### src/sensor_measure_params.svh
/*
 * Register offsets, field positions, reset values and check code settings
 * of the measurement control and readout block.
 * Assumes it is included by its bare name from the same folder.
 */
`ifndef SENSOR_MEASURE_PARAMS_SVH
`define SENSOR_MEASURE_PARAMS_SVH

// Register byte addresses.
`define RUN_MODE_ADDR 8'h21
`define TRIGGER_ADDR 8'h22
`define HALT_ADDR 8'h23
`define STATUS_ADDR 8'h24
`define TEMP_RES_ADDR 8'h30
`define HUM_RES_ADDR 8'h33

// Channel bit positions inside the control and status bytes.
`define TEMP_BIT 0
`define HUM_BIT 1

// Result field layout.
`define RES_DATA_W 16
`define RES_VALID_POS 16
`define RES_CRC_LSB 17
`define RES_CRC_W 7

// Reset values and CRC-7 settings.
`define RUN_MODE_RST 2'h0
`define STATUS_RST 2'h0
`define CRC_POLY 7'h09
`define CRC_INIT 7'h7f

`endif

### src/sensor_measure_pkg.sv
/*
 * Types shared by the measurement control and readout block.
 * Assumes sensor_measure_params.svh supplies the field widths.
 */
`include "sensor_measure_params.svh"

package sensor_measure_pkg;

  typedef struct packed {
    logic [`RES_CRC_W-1:0] crc;
    logic valid;
    logic [`RES_DATA_W-1:0] data;
  } result_t;

  typedef struct packed {
    logic [7:0] addr;
    logic wr;
    logic rd;
    logic [7:0] wdata;
  } reg_req_t;

endpackage : sensor_measure_pkg

### src/sensor_measure_ctrl_readout.sv
/*
 * Measurement control and result readout of a humidity and temperature
 * sensor: run mode, start and halt triggers, measuring status and two
 * double buffered 24-bit results, reached through a byte register port.
 * Assumes the serial slave in front of it presents one-cycle read and
 * write strobes on clk_in, and that the sensing front end runs on clk_in,
 * answers each conversion request with a one-cycle done pulse and holds
 * its value while done is high.
 */
// Operation
// - Writing one to trigger bit 1 starts a humidity measurement.
// - Writing one to trigger bit 0 starts a temperature measurement.
// - Writing zero to a start or halt bit leaves that channel alone.
// - Writing one to halt bit 1 ends continuous humidity measurement.
// - Writing one to halt bit 0 ends continuous temperature measurement.
// - Status bit 1 reads one while humidity measures; resets to zero.
// - Status bit 0 reads one while temperature measures; resets to zero.
// - Temperature result bits 15:0 hold the little-endian value, 1/64 K.
// - Temperature result bit 16 flags valid data.
// - Temperature result bits 23:17 hold CRC-7 over value and valid.
// - Humidity result bits 15:0 hold the little-endian value, 1/512 %RH.
// - Humidity result bit 16 flags valid data.
// - Humidity result bits 23:17 hold CRC-7 over value and valid.
// - Accessing a result's first byte latches all three bytes.
`timescale 1ns/1ps
`include "sensor_measure_params.svh"

module sensor_measure_ctrl_readout (
  input wire logic clk_in,
  input wire logic nrst_in,
  input wire sensor_measure_pkg::reg_req_t reg_req_in,
  input wire logic [1:0] conv_done_in,
  input wire logic [1:0][15:0] conv_value_in,
  output logic [7:0] reg_rdata_out,
  output logic reg_rvalid_out,
  output logic [1:0] conv_req_out,
  output logic [1:0] measuring_out
);
  import sensor_measure_pkg::*;

  function automatic logic [`RES_CRC_W-1:0] crc7(
    input logic [`RES_DATA_W:0] bits
  );
    logic [`RES_CRC_W-1:0] c;
    logic fb;
    c = `CRC_INIT;
    for (int i = `RES_DATA_W; i >= 0; i--)
    begin
      fb = c[`RES_CRC_W-1] ^ bits[i];
      c = {c[`RES_CRC_W-2:0], 1'b0};
      if (fb)
      begin
        c = c ^ `CRC_POLY;
      end
    end
    return c;
  endfunction : crc7

  logic [1:0] run_mode_ff;
  logic [1:0] busy_ff;
  logic [1:0] req_ff;
  result_t live_ff [2];
  result_t snap_ff [2];
  logic [7:0] rdata_ff;
  logic rvalid_ff;
  logic [1:0] start_wr;
  logic [1:0] halt_wr;
  logic [7:0] nxt_rdata;

  assign start_wr = (reg_req_in.wr && reg_req_in.addr == `TRIGGER_ADDR) ?
                    reg_req_in.wdata[1:0] : 2'h0;
  assign halt_wr = (reg_req_in.wr && reg_req_in.addr == `HALT_ADDR) ?
                   reg_req_in.wdata[1:0] : 2'h0;

  always_ff @(posedge clk_in or negedge nrst_in)
  begin
    if (!nrst_in)
    begin
      run_mode_ff <= `RUN_MODE_RST;
    end
    else if (reg_req_in.wr && reg_req_in.addr == `RUN_MODE_ADDR)
    begin
      run_mode_ff <= reg_req_in.wdata[1:0];
    end
  end

  // Index 0 is temperature and index 1 humidity, matching the bit order.
  for (genvar c = 0; c < 2; c++)
  begin : g_chan
    logic [7:0] base;
    logic done_ok;
    assign base = (c == `HUM_BIT) ? `HUM_RES_ADDR : `TEMP_RES_ADDR;
    // A done that arrives after a halt is dropped, so a halted channel
    // keeps its last result rather than a stale late sample.
    assign done_ok = conv_done_in[c] && busy_ff[c];

    // Measuring status; a start in the same cycle wins.
    always_ff @(posedge clk_in or negedge nrst_in)
    begin
      if (!nrst_in)
      begin
        busy_ff[c] <= 1'b0;
      end
      else if (start_wr[c])
      begin
        busy_ff[c] <= 1'b1;
      end
      else if (halt_wr[c] && run_mode_ff[c])
      begin
        busy_ff[c] <= 1'b0;
      end
      else if (done_ok && !run_mode_ff[c])
      begin
        busy_ff[c] <= 1'b0;
      end
    end

    // Continuous mode rearms the front end after every sample, except one that arrives with a halt write in the same cycle.
    always_ff @(posedge clk_in or negedge nrst_in)
    begin
      if (!nrst_in)
      begin
        req_ff[c] <= 1'b0;
      end
      else
      begin
        req_ff[c] <= start_wr[c] ||
                     (done_ok && run_mode_ff[c] && !halt_wr[c]);
      end
    end

    always_ff @(posedge clk_in or negedge nrst_in)
    begin
      if (!nrst_in)
      begin
        live_ff[c] <= '0;
      end
      else if (done_ok)
      begin
        live_ff[c].data <= conv_value_in[c];
        live_ff[c].valid <= 1'b1;
        live_ff[c].crc <= crc7({1'b1, conv_value_in[c]});
      end
    end

    // Any access to the base latches, read or write, so a host that
    // pokes the base before a burst still gets a coherent snapshot.
    // Snapshot on first byte access.
    always_ff @(posedge clk_in or negedge nrst_in)
    begin
      if (!nrst_in)
      begin
        snap_ff[c] <= '0;
      end
      else if ((reg_req_in.rd || reg_req_in.wr) && reg_req_in.addr == base)
      begin
        snap_ff[c] <= live_ff[c];
      end
    end
  end

  // Byte 0 comes from the live copy, since it is latched in this cycle.
  always_comb
  begin
    nxt_rdata = 8'h00;
    case (reg_req_in.addr)
      `RUN_MODE_ADDR: nxt_rdata = {6'h00, run_mode_ff};
      `STATUS_ADDR: nxt_rdata = {6'h00, busy_ff};
      `TEMP_RES_ADDR: nxt_rdata = live_ff[`TEMP_BIT][7:0];
      `TEMP_RES_ADDR + 8'h01: nxt_rdata = snap_ff[`TEMP_BIT][15:8];
      `TEMP_RES_ADDR + 8'h02: nxt_rdata = snap_ff[`TEMP_BIT][23:16];
      `HUM_RES_ADDR: nxt_rdata = live_ff[`HUM_BIT][7:0];
      `HUM_RES_ADDR + 8'h01: nxt_rdata = snap_ff[`HUM_BIT][15:8];
      `HUM_RES_ADDR + 8'h02: nxt_rdata = snap_ff[`HUM_BIT][23:16];
      default: nxt_rdata = 8'h00;
    endcase
  end

  // Read data holds between reads, so a slow serial slave can shift it
  // out later; the cost is one flop stage of read latency.
  always_ff @(posedge clk_in or negedge nrst_in)
  begin
    if (!nrst_in)
    begin
      rdata_ff <= 8'h00;
      rvalid_ff <= 1'b0;
    end
    else
    begin
      rvalid_ff <= reg_req_in.rd;
      if (reg_req_in.rd)
      begin
        rdata_ff <= nxt_rdata;
      end
    end
  end

  assign reg_rdata_out = rdata_ff;
  assign reg_rvalid_out = rvalid_ff;
  assign conv_req_out = req_ff;
  assign measuring_out = busy_ff;
endmodule : sensor_measure_ctrl_readout

### config.mk
export PLATFORM = sky130hd
export DESIGN_NAME = sensor_measure_ctrl_readout
export DESIGN_NICKNAME = d
export VERILOG_FILES = /design/src/sensor_measure_pkg.sv /design/src/sensor_measure_ctrl_readout.sv
export VERILOG_INCLUDE_DIRS = /design/src
export SDC_FILE = /design/constraint.sdc
export NUM_CORES = 1
export LEC_CHECK = 0
export BUFFER_PORTS_ARGS = -buffer_cell sky130_fd_sc_hd__buf_2
export CAP_MARGIN = 10
export CORE_ASPECT_RATIO = 1.5
export CORE_UTILIZATION = 33
export DETAILED_ROUTE_END_ITERATION = 6
export PLACE_DENSITY_LB_ADDON = 0.05
export SYNTH_ARGS = -nofsm -noshare
export SYNTH_HDL_FRONTEND = slang
export SYNTH_SLANG_ARGS = --single-unit
### constraint.sdc
create_clock -name clk_in -period 1.8 [get_ports clk_in]
set_input_delay 0.18 -clock clk_in [delete_from_list [all_inputs] [get_ports clk_in]]
set_output_delay 0.18 -clock clk_in [all_outputs]
set_load 0.1 [all_outputs]
== After elaboration in Yosys (flattened, before gate mapping) ==
Cells that the tools add are included.

* Output and inout port bits: 13
* Bits of input ports: 54
* Register bits: 111

* Bitwise operators: 60
* Reductions and logical operators: 24
* Equality and inequality tests: 10
* Muxes and demuxes: 71

{| class="wikitable"
|+ Operators with widths
! operator !! count
|-
| 2-to-1 mux 7 bit || 30
|-
| 2-to-1 mux 4 bit || 32
|-
| equality test 8 x 6 -> 1 bit (second input constant) || 10
|-
| case mux 8 bit (8 select lines) || 1
|-
| NOT 2 bit || 30
|-
| XOR 1 bit || 30
|-
| logical AND 1 bit || 15
|-
| 2-to-1 mux 1 bit || 6
|-
| nonzero test 3 bit || 2
|-
| logical NOT 1 bit || 4
|-
| 2-to-1 mux 2 bit || 2
|-
| logical OR 1 bit || 3
|}

== Longest topological paths before layout ==
Gate-level depths: netlist of run 1.

* Depth after elaboration: 46
* Depth in mapped cells: 7
* Depth with buffers taken out: 4

== Worst setup path before layout of run 1 ==
Ideal clock, no wire load.

* Path type: input-to-reg
* Start: input port reg_req_in[17] in the netlist's numbering
* End: register snap_ff[38] in the netlist's numbering
* Library setup time: 0.125 ns
* Required time: 1.675 ns
* Slack: -0.066 ns
* Cell stages on the path: 5
* Arrival time: 1.741 ns
* Path buffers: 2
* Path through: or3b_2 -> clkbuf_1 -> nor3_2 -> buf_6 -> mux2_2

* Word-level cells in the longest chain between the ends: 2

{| class="wikitable"
|+ RTL lines
! what !! line !! source
|-
| from (decl) || sensor_measure_ctrl_readout.sv:31 || <nowiki>input wire sensor_measure_pkg::reg_req_t reg_req_in,</nowiki>
|-
| equality test 8 x 6 -> 1 bit || sensor_measure_ctrl_readout.sv:155 || <nowiki>else if ((reg_req_in.rd || reg_req_in.wr) && reg_req_in.addr == base)</nowiki>
|-
| logical AND 1 bit || sensor_measure_ctrl_readout.sv:155 ||
|-
| to (signal, indexed assignment) || sensor_measure_ctrl_readout.sv:157 || <nowiki>snap_ff[c] <= live_ff[c];</nowiki>
|-
| to (decl) || sensor_measure_ctrl_readout.sv:63 || <nowiki>result_t snap_ff [2];</nowiki>
|}

Every way passes these cells.
A chain may end at the register's enable or synchronous reset.

==> results of run 1 <==
worst paths after layout:
path                                          from  slack [ps]                            to  depth (start not counted)
min in group asynchronous                  nrst_in         370       live_ff[36]$_DFFE_PN0N_                          2
setup reg to reg           live_ff[29]$_DFFE_PN0N_         400  reg_rdata_out[5]$_DFFE_PN0P_                          3
max in group asynchronous                  nrst_in         820        live_ff[0]$_DFFE_PN0N_                          3
setup / recovery                     reg_req_in[8]         140  reg_rdata_out[0]$_DFFE_PN0P_                          6
hold / removal                   conv_value_in[23]         100        live_ff[7]$_DFFE_PN0N_                          2
hold reg to reg            live_ff[16]$_DFFE_PN0N_         460       live_ff[16]$_DFFE_PN0N_                          1
stage by stage:
stage	cell area [um^2]	hold WS (ps)	setup WS, ps	setup TNS (ps)
6_report	5470	103	144	0
3_3_place_gp	5110	212	74.3	0
4_1_cts	5460	90.8	90.2	0
2_1_floorplan	4520	-116	-65.5	-655
5_1_grt	5470	101	53.0	0
3_5_place_dp	5110	221	59.9	0
cell usage after synthesis, types with 3 or more instances:
library cell	number
o21ai_0	16
mux2_2	69
o2bb2ai_1	6
nand3_1	3
a21oi_1	7
buf_2	3
xnor3_1	7
mux2i_1	11
xnor2_1	37
mux4_2	8
buf_6	3
inv_1	4
nand2_1	16
clkbuf_1	8
dfrtp_1	95
xor2_1	3
nor2_1	9
what timing repair did:
action | 4_1_cts | 5_1_grt
hold buffers | 2 | 0
resized for setup | 0 | 2
endpoints found under the setup margin | 0 | 16
endpoints found under the hold margin | 38 | 0
final cells by class:
class                      count  area, um^2  area share, %
tap                          159         199           3.64
clock inverter                 3        65.1           1.19
timing repair buffer          76         503           9.20
clock buffer                  12         267           4.87
inverter                       5        18.8          0.343
multi-input combinational    214        2040           37.2
sequential                    95        2380           43.5
cell families (layout without fill, tap and decap cells):
group | after synthesis | in the layout
flops | 95 | 95
mux | 88 | 88
xor+xnor | 47 | 47
simple gates | 44 | 44
compound gates | 35 | 35
buf+inv | 19 | 96
report_power, final:
part           internal (mW)  switching (mW)
clock                   1.32           0.776
sequential              2.18          0.0265
combinational          0.294           0.293
total                   3.80            1.10
flip-flops by register name, summed over array words and instances (netlist names):
name,count
snap_ff,32
reg_rvalid_out,1
reg_rdata_out,8
live_ff,48
conv_req_out,2
run_mode_ff,2
measuring_out,2
placed cells by master (no fill, tap or decap), types with 2 or more instances in the layout:
| master | instances |
|---|---|
| dfrtp_1 | 93 |
| mux2_2 | 68 |
| buf_2 | 59 |
| xnor2_1 | 37 |
| nand2_1 | 16 |
| o21ai_0 | 15 |
| mux2i_1 | 11 |
| nor2_1 | 9 |
| clkbuf_16 | 9 |
| buf_4 | 9 |
| mux4_2 | 8 |
| xnor3_1 | 7 |
| a21oi_1 | 7 |
| o2bb2ai_1 | 6 |
| buf_12 | 6 |
| inv_1 | 4 |
| xor2_1 | 3 |
| clkbuf_8 | 3 |
| nand3_1 | 2 |
| nor4_1 | 2 |
| nor3_1 | 2 |
| nor2b_1 | 2 |
| a22o_1 | 2 |
| a32oi_1 | 2 |
| and3_1 | 2 |
| o22ai_1 | 2 |
| nand2b_1 | 2 |
| bufinv_16 | 2 |
| dlygate4sd3_1 | 2 |
| dfrtp_2 | 2 |
worst register-to-register path, delay by kind of cell, from the launching register on:
family,cells,cell delay (ps)
compound gates,2,390
flops,1,410
mux,1,490
metal layers:
metal	wire (um)	up-vias	track usage [%]
li1	-	1310	-
met1	4750	1393	21.1
met2	5550	35	27.7
met3	199	6	2.50
met4	104	0	4.85
met5	0	-	0
==> results.cfg, run 1 <==
[cells_and_area]
drive_gt1_share_pct = 42.5
final_nets = 455
num-fill-cells = 1240
fin_util_pct = 41.6
diodes = 0
syn_to_final_growth_pct = 21.5
final_cells = 564

[clocking]
cts_buffer_depth = 2
htree_levels = 3
clk_pin_slew_worst_paths_ps = 60
clock-sinks = 95
cts_made_buffers = 9
cts_root_buf = clkbuf_16
cts_tree = done
clkLatencyLatePin_ps = 330
post_cts_buffers = 0

[placed_design]
dp_hpwl_mm = 8.03
placed_cells = 547
portBuffers = 60
gp_congestion = 0.797

[yosys]
synth.cell_area_um2 = 4500
syn_inst = 328
syn_nets = 382
synthSimpleGateAreaFrac_pct = 5.20
synthFlopType = dfrtp_1
avgSynthCellArea_um2 = 13.7
synth_edf_count = 0
synth_xor_area_share_pct = 11.3
synthAdderAreaFrac_pct = 0
ys_seq_area_share_pct = 52.8
yosys-top-cells-area = dfrtp_1 (53%), mux2_2 (17%), xnor2_1 (7.2%)
synth-seq-cells = 95
synth_compound_area_share_pct = 4.78
synth_top_family_by_area = multiplexers
post-synth-top-area-cell = dfrtp_1
synth_top_area_share_pct = 52.8
ys_types = 32
yosysWarningCount = 0
async_flop_share_pct = 100
yosys-mux-area-fraction_pct = 23.7

[setup_path]
path_max_fanout = 9
path_cells = dlygate4sd3_1 > buf_2 > clkinv_1 > nor3_1 > nand3_2 > o21ai_0
worstSetupPathType = input pin to register
critPathLaunchType = input pin
slowest_delay_ps = 520
end_kind = register
required_ps = 2050
cp_slowest_cell = dlygate4sd3_1
path_buf_inv = 3
worstPathArrival_ps = 1900
cpLargestDelayFamily = buffers and inverters

[timing]
tightest_slew_ps = 575
rsz0062_at_grt = false
max_freq_mhz = 604
fin_skew_ps = 4.76
slew_headroom_pct = 61.7
setup_viol = 0
hold_viol = 0
finalCritPeriodShare_pct = 92.0
slew_violations = 0
min_period_ps = 1660

[global_route]
grt_util_all_layers_pct = 16.2
grt-ovfl-total = 0
antenna_found_initial = 0
grt_pass1_wl_mm = 17.3
grt_pass1_vias = 2977
grt_max_degree = 41

[route]
drt_wl_total_mm = 10.6
post_drt_wl_per_cell_um = 18.8
first_pass_iters = 4
avgViaCountPerCell = 4.87
route.detailed.drc = 0
final_antenna_net_count = 0
drt_iter0_drc = 74
num_vias = 2744

[die]
die_area_um2 = 14100
initial_core_util_pct = 34.2
ios = 67
core_um2 = 13100
die_y_um = 145
die_w_um = 97.3
rows = 51

[job]
maxCapViolCount = 0

[pwr]
total_power_mw = 4.89
powerDensity_nw_per_um2 = 894
peakVddDrop_v = 0.000454
p_leak_nw = 2.68

[outcome]
outcome = complete, no violations

[hold_path]
hold_class = input pin to register
(Power assumes the default switching activity.)
==> run 2, diff against run 1 <==
--- a/config.mk
+++ b/config.mk
@@ -12,6 +12,7 @@
 export CORE_UTILIZATION = 33
 export DETAILED_ROUTE_END_ITERATION = 6
 export PLACE_DENSITY_LB_ADDON = 0.05
+export RECOVER_POWER = 50
 export SYNTH_ARGS = -nofsm -noshare
 export SYNTH_HDL_FRONTEND = slang
 export SYNTH_SLANG_ARGS = --single-unit
==> run 2 against run 1 <==
Clock power about the same. Sequential power is essentially flat. Critical path depth is the same. Fmax grew 0.97%. Final area fell by 0.87%. Via count is the same. Core utilization fell by 0.36 points. Final cell count unchanged. Flip-flop and latch count unchanged. Count of clock-buffer cells in the layout unchanged. Non-clock buffer count unchanged. Combinational power down 0.9%. Largest power group unchanged.
==> results.cfg, run 2 (synthesized netlist as in run 1, its figures left out) <==
[cells_and_area]
final_common_cell = dfrtp_1
syn_to_final_growth_pct = 20.5
final_nets = 455
drive_gt1_share_pct = 42.2
diodes = 0
largest_reg_flops = 48
regMostFlops = live_ff
fin_area_um2 = 5420
final_cell_mix = dfrtp_1 (94), mux2_2 (68), buf_2 (59), xnor2_1 (37), nand2_1 (16)
num-fill-cells = 1251

[setup_path]
path_buf_inv = 3
cp_slowest_cell = dlygate4sd3_1
required_ps = 2050
slowest_delay_ps = 520
end_kind = register
critPathLaunchType = input pin
worstSetupPathType = input pin to register
path_cells = dlygate4sd3_1 > buf_2 > clkinv_1 > nor3_1 > nand3_2 > o21ai_0
path_max_fanout = 9
worstPathArrival_ps = 1890
cpLargestDelayFamily = buffers and inverters

[timing]
tightest_slew_ps = 1100
tns_ps = 0
hold_viol = 0
setup_viol = 0
max_freq_mhz = 610
rsz0062_at_grt = false
slew_headroom_pct = 26.7
slew_violations = 0
fin_skew_ps = 4.49
min_period_ps = 1640
finalCritPeriodShare_pct = 91.1

[global_route]
grt_max_degree = 41
grt-ovfl-total = 0
antenna_found_initial = 0
grt_util_all_layers_pct = 16.2
grt_pass1_wl_mm = 17.3
grt_pass1_vias = 2977

[outcome]
outcome = complete, no violations

[pwr]
peakVddDrop_v = 0.000453
p_leak_nw = 2.66
powerDensity_nw_per_um2 = 902

[placed_design]
gp_congestion = 0.797
portBuffers = 60
dp_hpwl_mm = 8.03
place_area_um2 = 5110

[route]
route.detailed.drc = 0
final_antenna_net_count = 0
drt_wl_total_mm = 10.6
avgViaCountPerCell = 4.87
num_vias = 2744
post_drt_wl_per_cell_um = 18.8
first_pass_iters = 4
drt_iter0_drc = 94

[die]
ios = 67
die_y_um = 145
core_um2 = 13100
rows = 51
initial_core_util_pct = 34.2
die_area_um2 = 14100
die_w_um = 97.3

[clocking]
htree_levels = 3
post_cts_buffers = 0
cts_buffer_depth = 2
clkLatencyLatePin_ps = 330
clock-sinks = 95
cts_tree = done
cts_root_buf = clkbuf_16
cts_made_buffers = 9
clk_pin_slew_worst_paths_ps = 60

[job]
maxCapViolCount = 0

[hold_path]
hold_class = input pin to register
-- run 2: changes by cell type in the layout (fill, tap and decap cells not counted) --
cell / before / now
clkbuf_2: 0 / 5
buf_12: 6 / 3
buf_4: 9 / 6
buf_6: 0 / 1
dfrtp_1: 93 / 94
dfrtp_2: 2 / 1
-- run 2: layout make-up --
cell class                 instances  area (um^2)  area share, %
sequential                        95         2380           43.9
multi-input combinational        214         2040           37.6
timing repair buffer              76          457           8.43
tap                              159          199           3.67
inverter                           5         18.8          0.346
clock buffer                      12          267           4.92
clock inverter                     3         65.1           1.20
-- run 2: stage by stage --
stage               util [%]  worst slack, ps  hold WS, ps  std cells  power [mW]
global route            41.2             46.6          101        564        5.11
global placement        38.9             74.3          212        547        2.84
detailed placement      38.9             59.9          221        547        2.85
CTS                     41.6             90.2         90.8        564        4.98
floorplan                  -            -65.5         -116        328        2.60
finish                  41.2              159          101        564        4.89
-- run 2: where the power goes --
group	internal (mW)	leakage, nW	switching [mW]	total (mW)
clock network	1.32	0.165	0.780	2.10
logic	0.289	1.18	0.293	0.582
registers	2.18	1.32	0.0264	2.21
total	3.79	2.66	1.10	4.89
-- run 2: final timing paths --
path / from / to / slack, ps / depth (start not counted)
max in group asynchronous: nrst_in / live_ff[0]$_DFFE_PN0N_ / 320 / 3
min: conv_value_in[23] / live_ff[7]$_DFFE_PN0N_ / 100 / 2
min reg2reg: live_ff[16]$_DFFE_PN0N_ / live_ff[16]$_DFFE_PN0N_ / 460 / 1
min in group asynchronous: nrst_in / live_ff[36]$_DFFE_PN0N_ / 580 / 2
max: reg_req_in[8] / reg_rdata_out[1]$_DFFE_PN0P_ / 160 / 6
max reg2reg: measuring_out[1]$_DFFE_PN0P_ / live_ff[5]$_DFFE_PN0N_ / 200 / 3
-- run 2: per-layer routing --
layer,GRT usage [%],share of wire [%],vias up
met5,0,0,-
met4,4.85,1.0,0
met3,2.50,1.8,6
met2,27.7,52,38
met1,21.1,45,1388
li1,-,-,1312
-- run 2: timing repair --
action,in CTS,in global routing
resized for setup,0,2
endpoints found under the hold margin,38,0
setup endpoints to repair,0,16
hold buffers,2,0
